`src/lcg_defines.svh`:
```
// Constants for the logic cell group slice: offsets, fields, reset values
//
// Summary of operation
// - Group offers ten shared controls: two clocks, two gates, clears, loads, add/subtract.
// - Each group clock is paired with its own clock gate.
// - Dual-edge use makes clock two the falling edge of clock one.
// - A low clock gate stops its clock so registers hold.
// - Preset to one is an asynchronous load with load value high.
// - Each cell has a four-input table realising any function.
// - Cell register works as D, T, JK or SR flip-flop.
// - Asynchronous load value comes from the cell's third table input.
// - Combinational use routes the table result around the register.
// - Three outputs each pick table or register independently.
// - Packing feeds the register output back into its own table.
// - Cells give table cascade and register cascade outputs for shift chains.
// - Subtract inverts the B bit of every arithmetic-mode cell and forces the low carry-in to one.
// - Add/subtract select drives carry into the first cell of the chain.
// - Normal or arithmetic mode steers eight cell inputs differently.
// - Group controls work in all modes; add/subtract inverts B only in arithmetic but forces carry-in in all.
// - Normal mode table takes third input or the carry as one input.
// - Arithmetic mode precomputes sums and carries for carry-in zero and one.
// - Group carry-in picks the chain whose level picks the sum.
// - Incoming chain carry selects outgoing carry of the same chain.
// - Arithmetic mode offers counter enable and up/down from data inputs.
// - Synchronous clear and load act on each register only at its own enabled clock edge.
// - Asynchronous clear wins over asynchronous preset/load.
// - Registers power up low unless individually set high.
`ifndef LCG_DEFINES_SVH
`define LCG_DEFINES_SVH

`define LCG_CELLS 10
`define LCG_CFG_W 29
// Per-cell configuration words sit at index * 4
`define LCG_CFG_BASE 8'h00
`define LCG_CTRL_OFS 8'h28
`define LCG_STAT_OFS 8'h2C

// Cell configuration fields
`define LCG_F_LUT_HI 15
`define LCG_F_ARITH 16
`define LCG_F_FF_LO 17
`define LCG_F_FF_HI 18
`define LCG_F_CLK_TWO 19
`define LCG_F_CLR_TWO 20
`define LCG_F_CARRY_LUT 21
`define LCG_F_PACK 22
`define LCG_F_SHIFT 23
`define LCG_F_OUT1_REG 24
`define LCG_F_OUT2_REG 25
`define LCG_F_LOCAL_REG 26
`define LCG_F_PWRUP_HI 27
`define LCG_F_COUNTER 28

// Group control fields
`define LCG_C_DUAL_EDGE 0
`define LCG_C_INIT 1

`define LCG_CFG_RST 29'h0000000
`define LCG_CTRL_RST 1'h0

`endif

```
`src/lcg_pkg.sv`:
```
// Types shared by the logic cell group slice
package lcg_pkg;

    typedef enum logic [1:0] {
        LCG_FF_D = 2'h0,
        LCG_FF_T = 2'h1,
        LCG_FF_JK = 2'h2,
        LCG_FF_SR = 2'h3
    } lcg_ff_type;

    typedef logic [3:0] lcg_index_type;

endpackage : lcg_pkg

```
`src/lcg_slice.sv`:
```
// Ten-cell logic group: tables, carry-select chain, cell registers, APB configuration
//
// Design decisions made here: the register addresses and register access over APB.
`timescale 1ns/1ps
`include "lcg_defines.svh"

module lcg_slice (
    input wire logic i_sys_clk,
    input wire logic i_nrst,
    input wire logic i_ce,
    input wire logic i_psel,
    input wire logic i_penable,
    input wire logic i_pwrite,
    input wire logic [7:0] i_paddr,
    input wire logic [31:0] i_pwdata,
    output logic o_pready,
    output logic [31:0] o_prdata,
    output logic o_pslverr,
    input wire logic i_group_clock_one,
    input wire logic i_group_clock_two,
    input wire logic i_group_clock_gate_one,
    input wire logic i_group_clock_gate_two,
    input wire logic i_async_clear_one,
    input wire logic i_async_clear_two,
    input wire logic i_async_load,
    input wire logic i_sync_clear,
    input wire logic i_sync_load,
    input wire logic i_sub_sel,
    input wire logic [9:0] i_lut_input_one,
    input wire logic [9:0] i_lut_input_two,
    input wire logic [9:0] i_lut_input_three,
    input wire logic [9:0] i_lut_input_four,
    input wire logic i_group_carry_in,
    input wire logic i_zero_chain_carry_in,
    input wire logic i_one_chain_carry_in,
    input wire logic i_reg_chain_in,
    output logic [9:0] o_route_one,
    output logic [9:0] o_route_two,
    output logic [9:0] o_local,
    output logic [9:0] o_lut_chain,
    output logic [9:0] o_reg_chain,
    output logic o_zero_chain_carry_out,
    output logic o_one_chain_carry_out
);

    // ==========================================================
    // Address decode
    // ==========================================================
    // Index 0..9 cell words, 10 control, 11 status, 15 unmapped
    function automatic lcg_pkg::lcg_index_type lcg_decode(input logic [7:0] addr);
        if (addr[1:0] != 2'h0 || addr > `LCG_STAT_OFS) begin
            lcg_decode = 4'hF;
        end else begin
            lcg_decode = addr[5:2];
        end
    endfunction : lcg_decode

    // ==========================================================
    // State
    // ==========================================================
    logic [`LCG_CFG_W-1:0] cfg_r [`LCG_CELLS];
    logic [`LCG_CFG_W-1:0] cfg_nxt [`LCG_CELLS];
    logic dual_r, dual_nxt;
    logic init_r, init_nxt;
    logic [31:0] prdata_r, prdata_nxt;
    logic pslverr_r, pslverr_nxt;
    logic clk1_d_r, clk1_d_nxt;
    logic clk2_d_r, clk2_d_nxt;
    logic [9:0] q_r, q_nxt;
    logic [9:0] out1_r, out1_nxt;
    logic [9:0] out2_r, out2_nxt;
    logic [9:0] local_r, local_nxt;
    logic [9:0] chain_r, chain_nxt;
    logic zco_r, zco_nxt;
    logic oco_r, oco_nxt;

    logic fire1, fire2, ev2;
    logic sub_eff;
    logic [9:0] clear_hit, fire_cell, cnt_ok, res_v;
    logic [10:0] zc_v, oc_v;
    lcg_pkg::lcg_index_type wr_idx, rd_idx;

    // ==========================================================
    // APB slave
    // ==========================================================
    // Zero wait states; a frozen clock enable stalls the access
    assign o_pready = i_ce;
    assign o_prdata = prdata_r;
    assign o_pslverr = pslverr_r;
    assign wr_idx = lcg_decode(i_paddr);
    assign rd_idx = lcg_decode(i_paddr);

    always_comb begin
        for (int i = 0; i < `LCG_CELLS; i++) begin
            cfg_nxt[i] = cfg_r[i];
        end
        dual_nxt = dual_r;
        init_nxt = 1'b0;
        prdata_nxt = prdata_r;
        pslverr_nxt = pslverr_r;
        if (i_psel && !i_penable) begin
            // Answer prepared in setup so read data leaves a flop
            pslverr_nxt = (rd_idx == 4'hF);
            prdata_nxt = 32'h00000000;
            if (!i_pwrite) begin
                if (rd_idx < 4'hA) begin
                    prdata_nxt[`LCG_CFG_W-1:0] = cfg_r[rd_idx];
                end else if (rd_idx == 4'hA) begin
                    prdata_nxt[`LCG_C_DUAL_EDGE] = dual_r;
                end else if (rd_idx == 4'hB) begin
                    prdata_nxt[9:0] = q_r;
                    prdata_nxt[16] = zco_r;
                    prdata_nxt[17] = oco_r;
                end
            end
        end
        if (i_psel && i_penable && i_pwrite) begin
            if (wr_idx < 4'hA) begin
                cfg_nxt[wr_idx] = i_pwdata[`LCG_CFG_W-1:0];
            end else if (wr_idx == 4'hA) begin
                dual_nxt = i_pwdata[`LCG_C_DUAL_EDGE];
                init_nxt = i_pwdata[`LCG_C_INIT];
            end
        end
    end

    always_ff @(posedge i_sys_clk or negedge i_nrst) begin
        if (!i_nrst) begin
            for (int i = 0; i < `LCG_CELLS; i++) begin
                cfg_r[i] <= `LCG_CFG_RST;
            end
            dual_r <= `LCG_CTRL_RST;
            init_r <= 1'b0;
            prdata_r <= 32'h00000000;
            pslverr_r <= 1'b0;
        end else if (i_ce) begin
            for (int i = 0; i < `LCG_CELLS; i++) begin
                cfg_r[i] <= cfg_nxt[i];
            end
            dual_r <= dual_nxt;
            init_r <= init_nxt;
            prdata_r <= prdata_nxt;
            pslverr_r <= pslverr_nxt;
        end
    end

    // ==========================================================
    // Group clocks and gates
    // ==========================================================
    // Group clocks are sampled levels; an edge is a change seen between cycles
    // Ten group controls share every cell: clocks, gates, clears, loads, add/sub
    always_comb begin
        clk1_d_nxt = i_group_clock_one;
        clk2_d_nxt = i_group_clock_two;
        ev2 = dual_r ? (!i_group_clock_one && clk1_d_r)
                     : (i_group_clock_two && !clk2_d_r);
        fire1 = i_group_clock_one && !clk1_d_r && i_group_clock_gate_one;
        fire2 = ev2 && i_group_clock_gate_two;
    end

    // ==========================================================
    // Cells: tables, carry-select chain, registers
    // ==========================================================
    always_comb begin
        logic [`LCG_CFG_W-1:0] c;
        logic a, b, sel, sum, lutv, dsrc, fv, prev_q;
        logic [3:0] idx;
        c = '0;
        a = 1'b0;
        b = 1'b0;
        sel = 1'b0;
        sum = 1'b0;
        lutv = 1'b0;
        dsrc = 1'b0;
        fv = 1'b0;
        prev_q = 1'b0;
        idx = 4'h0;
        q_nxt = q_r;
        // Up/down from the first cell's fourth input when it runs as a counter
        sub_eff = i_sub_sel || (cfg_r[0][`LCG_F_COUNTER] && i_lut_input_four[0]);
        zc_v[0] = sub_eff ? 1'b1 : i_zero_chain_carry_in;
        oc_v[0] = sub_eff ? 1'b1 : i_one_chain_carry_in;
        for (int i = 0; i < `LCG_CELLS; i++) begin
            c = cfg_r[i];
            a = c[`LCG_F_PACK] ? q_r[i] : i_lut_input_one[i];
            // Inversion only reaches cells in arithmetic mode
            b = i_lut_input_two[i] ^ (sub_eff && c[`LCG_F_ARITH]);
            sel = i_group_carry_in ? oc_v[i] : zc_v[i];
            sum = sel ? !(a ^ b) : (a ^ b);
            zc_v[i+1] = zc_v[i] ? (a || b) : (a && b);
            oc_v[i+1] = oc_v[i] ? (a || b) : (a && b);
            idx = {i_lut_input_four[i],
                   c[`LCG_F_CARRY_LUT] ? sel : i_lut_input_three[i],
                   i_lut_input_two[i], a};
            lutv = c[idx];
            res_v[i] = c[`LCG_F_ARITH] ? sum : lutv;
            prev_q = (i == 0) ? i_reg_chain_in : q_r[(i == 0) ? 0 : i - 1];
            dsrc = c[`LCG_F_SHIFT] ? prev_q : res_v[i];
            case (lcg_pkg::lcg_ff_type'(c[`LCG_F_FF_HI:`LCG_F_FF_LO]))
                lcg_pkg::LCG_FF_D: fv = dsrc;
                lcg_pkg::LCG_FF_T: fv = q_r[i] ^ dsrc;
                lcg_pkg::LCG_FF_JK: fv = (dsrc && !q_r[i]) || (!i_lut_input_four[i] && q_r[i]);
                lcg_pkg::LCG_FF_SR: fv = i_lut_input_four[i] ? 1'b0 : (dsrc || q_r[i]);
                default: fv = dsrc;
            endcase
            clear_hit[i] = c[`LCG_F_CLR_TWO] ? i_async_clear_two : i_async_clear_one;
            fire_cell[i] = c[`LCG_F_CLK_TWO] ? fire2 : fire1;
            // Counter enable taken from the third data input
            cnt_ok[i] = !(c[`LCG_F_ARITH] && c[`LCG_F_COUNTER]) || i_lut_input_three[i];
            if (clear_hit[i]) begin
                q_nxt[i] = 1'b0;
            end else if (init_r) begin
                // Power-up state applied as a load of the chosen level
                q_nxt[i] = c[`LCG_F_PWRUP_HI];
            end else if (i_async_load) begin
                q_nxt[i] = i_lut_input_three[i];
            end else if (fire_cell[i] && cnt_ok[i]) begin
                if (i_sync_clear) begin
                    q_nxt[i] = 1'b0;
                end else if (i_sync_load) begin
                    q_nxt[i] = i_lut_input_three[i];
                end else begin
                    q_nxt[i] = fv;
                end
            end
        end
    end

    // ==========================================================
    // Cell outputs
    // ==========================================================
    always_comb begin
        for (int i = 0; i < `LCG_CELLS; i++) begin
            out1_nxt[i] = cfg_r[i][`LCG_F_OUT1_REG] ? q_nxt[i] : res_v[i];
            out2_nxt[i] = cfg_r[i][`LCG_F_OUT2_REG] ? q_nxt[i] : res_v[i];
            local_nxt[i] = cfg_r[i][`LCG_F_LOCAL_REG] ? q_nxt[i] : res_v[i];
        end
        chain_nxt = res_v;
        zco_nxt = zc_v[`LCG_CELLS];
        oco_nxt = oc_v[`LCG_CELLS];
    end

    always_ff @(posedge i_sys_clk or negedge i_nrst) begin
        if (!i_nrst) begin
            clk1_d_r <= 1'b0;
            clk2_d_r <= 1'b0;
            q_r <= 10'h000;
            out1_r <= 10'h000;
            out2_r <= 10'h000;
            local_r <= 10'h000;
            chain_r <= 10'h000;
            zco_r <= 1'b0;
            oco_r <= 1'b0;
        end else if (i_ce) begin
            clk1_d_r <= clk1_d_nxt;
            clk2_d_r <= clk2_d_nxt;
            q_r <= q_nxt;
            out1_r <= out1_nxt;
            out2_r <= out2_nxt;
            local_r <= local_nxt;
            chain_r <= chain_nxt;
            zco_r <= zco_nxt;
            oco_r <= oco_nxt;
        end
    end

    assign o_route_one = out1_r;
    assign o_route_two = out2_r;
    assign o_local = local_r;
    assign o_lut_chain = chain_r;
    assign o_reg_chain = q_r;
    assign o_zero_chain_carry_out = zco_r;
    assign o_one_chain_carry_out = oco_r;

    logic quiet0;
    assign quiet0 = !clear_hit[0] && !init_r && !i_async_load;
endmodule : lcg_slice

```
`config.mk`:
```
export PLATFORM = sky130hd
export DESIGN_NAME = lcg_slice
export DESIGN_NICKNAME = d
export VERILOG_FILES = /design/src/lcg_pkg.sv /design/src/lcg_slice.sv
export VERILOG_INCLUDE_DIRS = /design/src
export SDC_FILE = /design/constraint.sdc
export NUM_CORES = 1
export LEC_CHECK = 0
export BUFFER_PORTS_ARGS = -buffer_cell sky130_fd_sc_hd__buf_2
export CAP_MARGIN = 15
export CELL_PAD_IN_SITES_DETAIL_PLACEMENT = 0
export CELL_PAD_IN_SITES_GLOBAL_PLACEMENT = 2
export CORE_MARGIN = 2
export CORE_UTILIZATION = 29
export CTS_CLUSTER_DIAMETER = 60
export DETAILED_ROUTE_END_ITERATION = 8
export PLACE_DENSITY_LB_ADDON = 0.05
export SLEW_MARGIN = 20
export SYNTH_ARGS = -nofsm -noshare
export SYNTH_HDL_FRONTEND = slang
export SYNTH_SLANG_ARGS = --single-unit
```
`constraint.sdc`:
```
create_clock -name i_sys_clk -period 8.2 [get_ports i_sys_clk]
set_clock_uncertainty 0.1 [all_clocks]
set_input_delay 0.41 -clock i_sys_clk [delete_from_list [all_inputs] [get_ports i_sys_clk]]
set_output_delay 0.41 -clock i_sys_clk [all_outputs]
set_load 0.01 [all_outputs]
```
==> results.md <==
- The critical setup path kind is flop to flop.
- The startpoint of the most critical hold path is i_pwrite.
- The cell area power density is 185.6 nW/um2.
- The routed wire length is 97110 um.
- The final HPWL from detailed placement is 72010 um.
- The number of buffers inserted for hold repair after clock tree synthesis is 3.
- 186 I/O pins were placed.
- For hold timing, the worst endpoint is o_prdata[0].
- Along the worst path, the maximum fanout reaches 10.
- The cell that appears most often on the critical path is sky130_fd_sc_hd__nand2_1.
- The post-cts gate resize count is 0.
- Across all hold checks on the routed design, the worst slack comes to between 0.1 and 0.15 ns.
- The tree built by TritonCTS fans out to 376 sinks.
- Routability-driven placement finished with a final weighted congestion of 0.8396.
- The synthesized design spends more area on one cell type than any other, namely sky130_fd_sc_hd__dfrtp_1.
- The endpoint class of the critical path is a flop.
- The standard cell with the maximum stage delay on the critical path is sky130_fd_sc_hd__o21ai_0.
- The total grt overflow is 0.
- Port buffering added 179 buffers.
- The flow ran to the end, and the final reports show no timing, DRC or antenna violations.
- Clock-pin slew was measured on the worst setup and hold paths at about 0.05 ns.
- The kind of cell with the highest combined delay along the critical path is compound AO/OA/AOI/OAI gates.
- The worst pin sits at a relative slew slack of 0.2499.
- The endpoint identified for the worst register-to-register timing path is o_route_one[7].
- Counting both buffers and inverters, the worst setup path holds a total of 1.
- The area of the core is 74200 um2.
- In the post-synthesis netlist, the biggest area contributors are sky130_fd_sc_hd__dfrtp_1 (43%), sky130_fd_sc_hd__mux2_2 (16%), sky130_fd_sc_hd__mux4_2 (3.8%), sky130_fd_sc_hd__o21ai_0 (3.3%), sky130_fd_sc_hd__mux2i_1 (2.9%).
- The die covers 76940 um2.
- The number of antenna violations at the first check in global routing is 3.
- The maximum number of pins on one net before global-route repair is 140.
- From synthesis to final layout, the design area changed by 17.20%.
- Measured along the x axis, the die boundary spans 277.4 um.
- The number of optimization iterations in the first detailed-route pass is 6.
- The share of synthesized area in the top cell type comes to 0.4341.
- At the worst endpoint, the arrival time is 7.08 ns.
- The number of global-route vias before repair is 18240.
- The final route contains between 15000 and 20000 vias.
- The number of slew-limit violations in the final report was 0.
- For the final routed database, the setup TNS stands at 0 ns.
- The worst register-to-register path begins at cfg_r[289].
- Synthesis handed over a netlist of 2063 instances.
- The number of H-tree branching levels is 2.
- Measured on the finished design, the core utilization comes to 0.3424.
- Summed over all cells, the static leakage comes to 0.01167 uW.
- The average detailed-routed wire length per instance is 30.28 um.
- The first routing iteration left 1400 violations.
- The die extent in y is 277.4 um.
- On the worst path, the slowest cell contributes a delay of 0.69 ns.
- The residual antenna-violating net count after detailed routing is 0.
- The post-CTS setup buffer count is 0.
- The setup check on the worst reg-to-reg path leaves a slack of 1.50 ns.
- At the pin with the least slew margin, the transition time is 1.120 ns.
- Counting the buffers created by CTS gives 52.
- The share of the clock period used by the worst path is 0.8169.
- The post-synthesis area per instance is 10.51 um2.
- The share of final-layout standard cells stronger than drive strength 1 is 0.3140.
- In this run, synthesis inferred 0 flip-flops with an integrated enable.
- The worst hold-check path type is primary input to flop.
- The depth of the most critical reg-to-reg path is 25.
- The cell area after synthesis is 21670 um2.
- Setup repair after global routing left no endpoint under its margin.
- The clock reaches the later pin of the worst-skew pair after a little over 0.6 ns.
- The initial cell density of the core is 0.2921.
- The average via count per standard cell is 5.576.
- No sink is reached through more buffers than the 3 on the longest clock path.
- The combined global-route utilization of all metal layers is 0.2499.
- The final-report hold violation count is 0.
- The register area share after synthesis is 0.4341.
- The wire length of the first global-routing pass is 138500 um.
- The initialized floorplan defines 100 standard-cell rows.
- During synthesis, Yosys emitted a total of 0 warnings.
- In the routed design, unresolved DRC markers number 0.
- The count of state elements after synthesis is 376.
- Fill cells in the final layout number 7565.
- The total setup violations reported at the end of the flow is 0.
- The number of nets in the final layout is 2328.
- The worst setup path is launched from a flop.
- In this run the clock root is driven by a sky130_fd_sc_hd__clkbuf_16.
- The required time at the worst-slack endpoint is approximately 8.6 ns.
- The share of synthesized flip-flops with an asynchronous set or reset is 1.000.
- Counting instances, the worst hold path has a depth of 2.
- The highest ir drop seen on vdd is 163.5 uV.
- For this run, the leading register cell type out of synthesis is sky130_fd_sc_hd__dfrtp_1.
- The routed design could run at a clock period as short as 6.699 ns.
- In this run, distinct cell masters in the synthesized netlist total 85.
- The number of maximum-capacitance constraint violations is 0.
- The clock tree from TritonCTS is yes.
- The peak clock frequency supported by timing is 0.1493 GHz.
synthesized netlist by cell type, drive strengths merged, types with 7 or more instances:
cell type and n:
dfrtp 376, mux2 323, o21ai 148, nand2 141
a21oi 126, nor2 115, clkbuf 83, buf 70
inv 65, mux2i 64, nor3 42, o22ai 38
mux4 37, nand3 32, ha 30, a221oi 26
nor2b 25, a221o 23, or3 23, nand3b 19
a211oi 15, and3 15, a31oi 14, o221ai 14
a22oi 12, o211ai 12, or2 12, xnor2 12
nand2b 11, nor4 11, a2111oi 10, a21o 10
a311oi 10, nor3b 10, nand4 9, o31ai 8
a21boi 7, o311ai 7
per-stage QoR:
step | cells | power, uW | area [um2] | setup WS (ns)
finish | 3207 | 4715 | 25400 | 1.501
global route | 3205 | 4899 | 25400 | 1.169
detailed placement | 3109 | 2449 | 23620 | 1.497
global placement | 3109 | 2447 | 23620 | 1.515
floorplan | 2065 | 2179 | 21680 | 2.843
CTS | 3204 | 4782 | 25360 | 1.609
cells in the final DEF (no fill, tap or decap), types with 23 or more instances in the layout:
cell type	count
sky130_fd_sc_hd__dfrtp_1	376
sky130_fd_sc_hd__mux2_2	315
sky130_fd_sc_hd__buf_2	177
sky130_fd_sc_hd__o21ai_0	143
sky130_fd_sc_hd__nand2_1	141
sky130_fd_sc_hd__a21oi_1	123
sky130_fd_sc_hd__nor2_1	111
sky130_fd_sc_hd__inv_1	65
sky130_fd_sc_hd__mux2i_1	61
sky130_fd_sc_hd__clkbuf_16	53
sky130_fd_sc_hd__buf_4	48
sky130_fd_sc_hd__o22ai_1	38
sky130_fd_sc_hd__nor3_1	38
sky130_fd_sc_hd__mux4_2	37
sky130_fd_sc_hd__nand3_1	32
sky130_fd_sc_hd__ha_1	30
sky130_fd_sc_hd__a221oi_1	26
sky130_fd_sc_hd__nor2b_1	25
sky130_fd_sc_hd__a221o_1	23
power by group:
| part | internal, uW | leakage (uW) | switching, uW |
|---|---|---|---|
| clock network | 1380 | 0.000855 | 919 |
| logic | 151 | 0.00562 | 360 |
| registers | 1880 | 0.00520 | 22.0 |
area by class of cell:
| type | count | area, um2 | area share |
|---|---|---|---|
| multi-input cells | 1470 | 11460 | 0.4510 |
| inverters | 66 | 247.7 | 0.009752 |
| clock buffers | 69 | 1476 | 0.05812 |
| repair buffers | 232 | 1359 | 0.05349 |
| diodes | 2 | 5.005 | 0.0001970 |
| flip-flops and latches | 376 | 9409 | 0.3704 |
| well taps | 969 | 1212 | 0.04773 |
| clock inverters | 23 | 236.5 | 0.009309 |
registers in the layout, summed over array words and instances (netlist names):
name                    flops
o_pslverr                   1
clk2_d_r                    1
o_route_two                10
cfg_r                     290
o_zero_chain_carry_out      1
o_prdata                   29
init_r                      1
o_lut_chain                10
o_route_one                10
dual_r                      1
clk1_d_r                    1
o_one_chain_carry_out       1
o_local                    10
o_reg_chain                10
layer usage:
| layer | vias up | wire length, um | GRT usage |
|---|---|---|---|
| met5 | - | 0 | 0 |
| met4 | 0 | 2693 | 0.06870 |
| met3 | 128 | 3550 | 0.02662 |
| met2 | 466 | 47310 | 0.4244 |
| met1 | 9328 | 43560 | 0.3370 |
| li1 | 7960 | - | - |
how the worst max path moves through the flow:
stage	from	to	slack, ns	cells after the start
3_5_place_dp	i_lut_input_four[0]	o_route_one[7]	1.50	26
2_1_floorplan	i_lut_input_four[0]	o_local[6]	2.84	30
3_3_place_gp	i_lut_input_four[0]	o_local[7]	1.51	26
6_report	cfg_r[289]	o_route_one[7]	1.50	25
4_1_cts	cfg_r[289]	o_route_one[7]	1.61	25
5_1_grt	o_reg_chain[0]	o_route_two[7]	1.17	23
logic make-up after synthesis:
group / Yosys count / synth area share
xor gates and xnor gates: 15 / 0.006061
other: 1 / 0.0001730
muxes: 424 / 0.2360
DFF: 376 / 0.4341
buffers and inverters: 219 / 0.04058
and+or+nand+nor: 482 / 0.1098
adders and majority gates: 30 / 0.01732
AOI/OAI and AO/OA: 516 / 0.1560
(Power assumes the default switching activity.)
